[config.mk]
export PLATFORM = sky130hd
export DESIGN_NAME = dma_control_status
export DESIGN_NICKNAME = d
export VERILOG_FILES = /design/src/dma_csr_pkg.sv /design/src/dma_control_status.sv
export SDC_FILE = /design/constraint.sdc
export NUM_CORES = 1
export LEC_CHECK = 0
export ABC_AREA = 0
export BUFFER_PORTS_ARGS = -buffer_cell sky130_fd_sc_hd__buf_2
export CAP_MARGIN = 20
export CORE_UTILIZATION = 53
export CTS_BUF_LIST = sky130_fd_sc_hd__clkbuf_8
export DETAILED_ROUTE_END_ITERATION = 6
export PLACE_DENSITY = 0.9
export SYNTH_ARGS = -nofsm -noshare
export SYNTH_HDL_FRONTEND = slang
export SYNTH_SLANG_ARGS = --single-unit
[constraint.sdc]
create_clock -name clk -period 1.4 [get_ports clk]
set_input_delay 0.07 -clock clk [delete_from_list [all_inputs] [get_ports clk]]
set_output_delay 0.07 -clock clk [all_outputs]
set_load 0.05 [all_outputs]
[src/dma_csr_pkg.sv]
/*
 * package for the dma control and status register block: offsets, field positions,
 * reset values.
 * assumes a byte-wide register port; all registers sit at small word indices.
 */
package dma_csr_pkg;
    localparam int         ADDR_W          = 4;
    localparam int         DATA_W          = 8;
    localparam logic [3:0] CTRL_OFFSET     = 4'h0;
    localparam logic [3:0] IRQ_STAT_OFFSET = 4'h1;
    localparam logic [3:0] IRQ_MASK_OFFSET = 4'h2;
    localparam int         BIT_HALT        = 7;
    localparam int         BIT_BUSY        = 6;
    localparam int         BIT_OVF_IE      = 3;
    localparam int         BIT_OVF_FLAG    = 2;
    localparam int         BIT_EOP_IE      = 1;
    localparam int         BIT_EOP_FLAG    = 0;
    localparam logic [7:0] CTRL_RESET      = 8'h00;
    localparam logic [1:0] STAT_RESET      = 2'h0;
    localparam logic [1:0] MASK_RESET      = 2'h0;
    localparam int         IRQ_OVF         = 1;
    localparam int         IRQ_EOP         = 0;
endpackage

[src/dma_control_status.sv]
/*
 * dma control and status register with off-chip write hold-off and interrupt status.
 * assumes the sequencer pulses repeat_overflow and end_of_op for one cycle and
 * holds xram_write_req until xram_write_go is seen; register port is one-cycle strobes.
 * reads of unmapped indices return zero and writes to them are dropped.
 */
// Implementation choices: the placing of the registers and the strobed register port.
`timescale 1ns/1ns
module dma_control_status
    import dma_csr_pkg::*;
(
    input  wire logic              clk,
    input  wire logic              rst_n,
    input  wire logic              clk_en,
    input  wire logic [ADDR_W-1:0] reg_addr,
    input  wire logic [DATA_W-1:0] reg_wdata,
    input  wire logic              reg_write,
    input  wire logic              reg_read,
    output logic      [DATA_W-1:0] reg_rdata,
    input  wire logic              repeat_overflow,
    input  wire logic              end_of_op,
    input  wire logic              xram_write_req,
    input  wire logic              xram_write_done,
    output logic                   xram_write_go,
    output logic                   irq
);
    logic              halt_q;
    logic              ovf_ie_q;
    logic              ovf_flag_q;
    logic              eop_ie_q;
    logic              eop_flag_q;
    logic              busy_q;
    logic              stat_ovf_q;
    logic              stat_eop_q;
    logic [1:0]        stat_clr;
    logic [1:0]        mask_q;
    logic              wr_ctrl;
    logic              wr_stat;
    logic              wr_mask;
    logic              ovf_irq;
    logic              eop_irq;
    logic              go_d;
    logic              irq_d;
    logic [DATA_W-1:0] ctrl_view;
    logic [DATA_W-1:0] rd_d;

    assign wr_ctrl  = reg_write && reg_addr == CTRL_OFFSET;
    assign wr_stat  = reg_write && reg_addr == IRQ_STAT_OFFSET;
    assign wr_mask  = reg_write && reg_addr == IRQ_MASK_OFFSET;
    assign stat_clr = wr_stat ? reg_wdata[1:0] : 2'h0;

    // halt only gates new grants, so a write already granted still finishes
    always_ff @(posedge clk or negedge rst_n)
    begin
        if (!rst_n)
            halt_q <= CTRL_RESET[BIT_HALT];
        else if (clk_en && wr_ctrl)
            halt_q <= reg_wdata[BIT_HALT];
    end

    always_ff @(posedge clk or negedge rst_n)
    begin
        if (!rst_n)
            ovf_ie_q <= CTRL_RESET[BIT_OVF_IE];
        else if (clk_en && wr_ctrl)
            ovf_ie_q <= reg_wdata[BIT_OVF_IE];
    end

    // sticky: only a written zero clears it; an overflow in the clearing cycle wins
    always_ff @(posedge clk or negedge rst_n)
    begin
        if (!rst_n)
            ovf_flag_q <= CTRL_RESET[BIT_OVF_FLAG];
        else if (clk_en)
        begin
            if (repeat_overflow)
                ovf_flag_q <= 1'b1;
            else if (wr_ctrl && !reg_wdata[BIT_OVF_FLAG])
                ovf_flag_q <= 1'b0;
        end
    end

    always_ff @(posedge clk or negedge rst_n)
    begin
        if (!rst_n)
            eop_ie_q <= CTRL_RESET[BIT_EOP_IE];
        else if (clk_en && wr_ctrl)
            eop_ie_q <= reg_wdata[BIT_EOP_IE];
    end

    always_ff @(posedge clk or negedge rst_n)
    begin
        if (!rst_n)
            eop_flag_q <= CTRL_RESET[BIT_EOP_FLAG];
        else if (clk_en)
        begin
            if (end_of_op)
                eop_flag_q <= 1'b1;
            else if (wr_ctrl && !reg_wdata[BIT_EOP_FLAG])
                eop_flag_q <= 1'b0;
        end
    end

    // write one to clear; a new event in the clearing cycle keeps the bit
    always_ff @(posedge clk or negedge rst_n)
    begin
        if (!rst_n)
            stat_ovf_q <= STAT_RESET[IRQ_OVF];
        else if (clk_en)
        begin
            if (repeat_overflow)
                stat_ovf_q <= 1'b1;
            else if (stat_clr[IRQ_OVF])
                stat_ovf_q <= 1'b0;
        end
    end

    always_ff @(posedge clk or negedge rst_n)
    begin
        if (!rst_n)
            stat_eop_q <= STAT_RESET[IRQ_EOP];
        else if (clk_en)
        begin
            if (end_of_op)
                stat_eop_q <= 1'b1;
            else if (stat_clr[IRQ_EOP])
                stat_eop_q <= 1'b0;
        end
    end

    always_ff @(posedge clk or negedge rst_n)
    begin
        if (!rst_n)
            mask_q <= MASK_RESET;
        else if (clk_en && wr_mask)
            mask_q <= reg_wdata[1:0];
    end

    // each enable bit gates its flag and its masked status alike, so a cleared enable
    // silences that event on every path into the line
    always_comb
    begin
        ovf_irq = ovf_ie_q
                  && (ovf_flag_q || (stat_ovf_q && mask_q[IRQ_OVF]));
        eop_irq = eop_ie_q
                  && (eop_flag_q || (stat_eop_q && mask_q[IRQ_EOP]));
        irq_d   = ovf_irq || eop_irq;
    end

    // one grant per write: busy blocks a second grant until the write is done
    always_comb
    begin
        go_d = xram_write_req && !halt_q && !busy_q;
    end

    always_ff @(posedge clk or negedge rst_n)
    begin
        if (!rst_n)
            busy_q <= 1'b0;
        else if (clk_en)
        begin
            if (go_d)
                busy_q <= 1'b1;
            else if (xram_write_done)
                busy_q <= 1'b0;
        end
    end

    always_ff @(posedge clk or negedge rst_n)
    begin
        if (!rst_n)
            xram_write_go <= 1'b0;
        else if (clk_en)
            xram_write_go <= go_d;
    end

    always_ff @(posedge clk or negedge rst_n)
    begin
        if (!rst_n)
            irq <= 1'b0;
        else if (clk_en)
            irq <= irq_d;
    end

    // bits 5:4 are reserved and read zero
    always_comb
    begin
        ctrl_view               = '0;
        ctrl_view[BIT_HALT]     = halt_q;
        ctrl_view[BIT_BUSY]     = busy_q;
        ctrl_view[BIT_OVF_IE]   = ovf_ie_q;
        ctrl_view[BIT_OVF_FLAG] = ovf_flag_q;
        ctrl_view[BIT_EOP_IE]   = eop_ie_q;
        ctrl_view[BIT_EOP_FLAG] = eop_flag_q;
    end

    always_comb
    begin
        rd_d = '0;
        unique case (reg_addr)
            CTRL_OFFSET:     rd_d = ctrl_view;
            IRQ_STAT_OFFSET: rd_d = {6'h00, stat_ovf_q, stat_eop_q};
            IRQ_MASK_OFFSET: rd_d = {6'h00, mask_q};
            default:         rd_d = '0;
        endcase
    end

    // read data stand for one cycle only, then return to zero
    always_ff @(posedge clk or negedge rst_n)
    begin
        if (!rst_n)
            reg_rdata <= '0;
        else if (clk_en)
            reg_rdata <= reg_read ? rd_d : '0;
    end
endmodule

---- After elaboration in Yosys (flattened, before gate mapping) ----
Cells that the tools add are included.
Widths: inputs -> output; s select.
storage, ports and cells
  output and inout bits ................... 10
  input bits .............................. 21
  word-level logic and storage cells ...... 58
  flip-flop bits (word level) ............. 20
cells by class
  equal/unequal tests ..................... 2
  reduce and logical (&&, ||, !) cells .... 31
  multiplexer cells ....................... 13
operators with widths
  kind                number
  $pmux 8 s3          1
  $logic_and 1x1->1   13
  $mux 1              10
  $reduce_and 2->1    5
  $reduce_bool 2->1   5
  $mux 8              1
  $eq 4x1->1 const B  1
  $eq 4x2->1 const B  1
  $logic_not 1->1     4
  $logic_not 4->1     1
  $logic_or 1x1->1    3
  $mux 2              1

---- Logic depth before layout (Yosys ltp) ----
  word-level depth ........................ 5
  mapped depth ............................ 4

---- Worst setup path before layout ----
OpenSTA, ideal clock, no wires.
  path type ............................... input to register
  from .................................... input reg_addr[3]
  to ...................................... register eop_ie_q
  setup time .............................. 0.125 ns
  arrival ................................. 1.057 ns
  setup slack ............................. 0.218 ns
  cell stages on the path ................. 3
  buffers on the path ..................... 0
  cell sequence ........................... or4_4 -> nor2_4 -> mux2_2
on the way
  word-level cells in the longest chain between the ends .. 3
RTL lines
  item                  RTL line                  source
  start, declared       dma_control_status.sv:15  input wire logic [ADDR_W-1:0] reg_addr,
  $logic_not 4->1       dma_control_status.sv:47  assign wr_ctrl = reg_write && reg_addr == CTRL_OFFSET;
  $logic_and 1x1->1     dma_control_status.sv:47
  $logic_and 1x1->1     dma_control_status.sv:87  else if (clk_en && wr_ctrl)
  end signal, assigned  dma_control_status.sv:86  eop_ie_q <= CTRL_RESET[BIT_EOP_IE];
  end signal, assigned  dma_control_status.sv:88  eop_ie_q <= reg_wdata[BIT_EOP_IE];
  end, declared         dma_control_status.sv:30  logic eop_ie_q;
Every way passes these cells.
A chain may end at the register's enable or synchronous reset.

---- Worst setup path after layout ----
  from .................................... input reg_addr[3]
  to ...................................... register halt_q
on the way
  word-level cells in the longest chain between the ends .. 3
RTL lines
  item                  RTL line                  source
  $logic_not 4->1       dma_control_status.sv:47
  $logic_and 1x1->1     dma_control_status.sv:47
  $logic_and 1x1->1     dma_control_status.sv:57  else if (clk_en && wr_ctrl)
  end signal, assigned  dma_control_status.sv:56  halt_q <= CTRL_RESET[BIT_HALT];
  end signal, assigned  dma_control_status.sv:58  halt_q <= reg_wdata[BIT_HALT];
  end, declared         dma_control_status.sv:27  logic halt_q;
Every way passes these cells.

==> qor.yml <==
run_status:
  outcome: "complete, no violations"
worst_setup_path:
  cpMaxStageDelayCell: "or4_4"
  cp.arrival_ns: 1.23
  worstPathRequired_ns: 1.54
  endpoint_kind: "flip-flop"
  path_max_fanout: 4
  cpPeakStageDelay_ns: 0.57
  crit_type: "in -> reg"
  critical_path.cell_chain: "buf_2, or4_4, nor2_4, mux2_2"
  crit_path_start_kind: "input pin"
yosys:
  yosys-mux-area-fraction: 0.06977
  syn_area_um2: 807.0
  synthDistinctLibCells: 24
  synth_warnings: 0
  synthCells: 68
  avgSynthCellArea_um2: 11.87
  synth_xor_area_frac: 0
  synth-seq-cells: 18
  synth_top_family_by_area: "compound AO/OA/AOI/OAI gates"
  synthSimpleGateAreaFrac: 0.1535
  synth_adder_area_share: 0
  ys_seq_area_frac: 0.5581
  synth-compound-area-share: 0.1845
placement:
  port_buffers: 25
  dp_hpwl_um: 1299
  gp_congestion: 0.9416
  preCtsSetupSlack_ns: 0.04010
  postPlaceCellArea_um2: 942.2
  dp.cells: 107
power:
  powerDensity_nw_per_um2: 1249
  p_leak_nw: 0.4887
  vdd_ir_drop_max_uv: 734.6
  power_mw: 1.258
floorplanning:
  die-area_um2: 1683
  core_um2: 1366
  die-width_um: 41.02
  dieHeight_um: 41.02
  start_util: 0.5907
  ioPinCount: 31
  rows: 13
route:
  wl_per_cell_um: 15.79
  first_pass_iters: 4
  vias: 666
  drtIter0Drc: 47
  drc: 0
  viasPerCell: 5.946
  finalWirelength_um: 1768
  ant_nets: 0
sta:
  hold_viol: 0
  rsz0062_at_grt: "no"
  max_freq_mhz: 918.3
  maxSlewViolCount: 0
  min_period_ns: 1.089
  finalSetupViolCount: 0
  whs_ns: 0.01811
  final.period_utilization: 0.7778
  skew_ns: 0.001609
  finalWorstSetupSlack_ns: 0.3111
  finalSetupTns_ns: 0
cells_and_area:
  final_cell_mix: "buf_2 (25), dfrtp_1 (18), nand2_1 (8)"
  fin_nets: 119
  final_common_cell: "buf_2"
  post-route-util: 0.7372
  final-instance-count-excl-fill: 112
  antenna_cells: 0
  drive_gt1_frac: 0.3918
  design_area_um2: 1007
  area_delta_synth_final_pct: 24.81
worst_hold_path:
  min_path_type: "in -> reg"
clock_tree:
  cts-htree-levels: 1
  clkLatencyLatePin_ns: 0.25
  cts_setup_buffers: 0
  clockRootBuffer: "clkbuf_8"
  cts_inserted_buffers: 3
  cts_tree: "done"
  cts_resized: 0
  cts_hold_buf: 1
  cts.clk_slew.worst_paths_ns: 0.07
  cts_num_sinks: 18
  clk_path_buf_depth: 2
global_route:
  grt_pass1_wl_um: 2677
  grt_usage: 0.2520
  grt_overflow_total: 0
  antenna_found_initial: 0
  grt_max_degree: 19
  grt_pass1_vias: 626
job:
  maxCapViolCount: 0
## synth_stat cells
library cell	number	share of area
dfrtp_1	18	0.56
nand2_1	8	0.037
a22o_1	6	0.065
mux2_2	5	0.070
nor2_1	3	0.014
nor2b_1	3	0.023
o2bb2ai_1	3	0.033
a21o_1	2	0.019
a222oi_1	2	0.025
buf_4	2	0.019
nand3_1	2	0.012
o31ai_1	2	0.019
a21oi_1	1	0.0062
a221oi_1	1	0.011
a31oi_1	1	0.0078
and3_1	1	0.0078
and4bb_2	1	0.016
buf_2	1	0.0062
conb_1	1	0.0046
inv_1	1	0.0046
nand4_1	1	0.0078
nor2_4	1	0.014
nor4_1	1	0.0078
or4_4	1	0.014
## kinds of logic after synthesis
logic type	Yosys count
AND/OR/NAND/NOR	22
multiplexers	5
buffers and inverters	4
other	1
flip-flops	18
AO/OA/AOI/OAI	18
## critical path, delay by kind of cell
family                 cells  cell delay (ns)
buffers and inverters      1             0.12
AND/OR/NAND/NOR            2             0.70
multiplexers               1             0.34
## final cells by class
class,count,area [um^2]
Clock buffer,4,55.05
Multi-Input combinational cell,47,336.6
Inverter,1,3.754
Tap cell,15,18.77
Timing Repair Buffer,27,142.6
Fill cell,100,359.1
Sequential cell,18,450.4
## layer usage
layer  wire, um  up-vias  part of all wire  global-route usage
li1           -      312                 -                   -
met1        746      322              0.42              0.3333
met2        876       30              0.50              0.3984
met3        130        2             0.074             0.05435
met4         14        0            0.0079              0.1000
met5          0        -                 0                   0
## power breakdown
| part | switching [mW] | internal [mW] | leakage [nW] |
|---|---|---|---|
| clock network | 0.174 | 0.250 | 0.0288 |
| logic | 0.136 | 0.0795 | 0.241 |
| registers | 0.0452 | 0.574 | 0.219 |
## sequential cells by signal, summed over array words and instances, names as in the netlist
name           count
eop_flag_q         1
mask_q             2
ovf_ie_q           1
xram_write_go      1
busy_q             1
ovf_flag_q         1
halt_q             1
stat_ovf_q         1
stat_eop_q         1
reg_rdata          6
eop_ie_q           1
irq                1
## path summary, 6_finish.rpt
path                                            from                   endpoint  slack [ns]  cells past startpoint
setup / recovery                         reg_addr[3]         halt_q$_DFFE_PN0P_        0.31                      4
hold / removal                       xram_write_done         busy_q$_DFFE_PN0P_        0.02                      2
setup reg to reg              stat_eop_q$_DFFE_PN0P_            irq$_DFFE_PN0P_        0.33                      3
hold reg to reg            xram_write_go$_DFFE_PN0P_  xram_write_go$_DFFE_PN0P_        0.49                      1
max in group asynchronous                      rst_n      mask_q[0]$_DFFE_PN0P_        0.85                      2
min in group asynchronous                      rst_n   reg_rdata[7]$_DFFE_PN0P_        0.26                      2
Note: power is estimated with default switching activity, not from simulation.
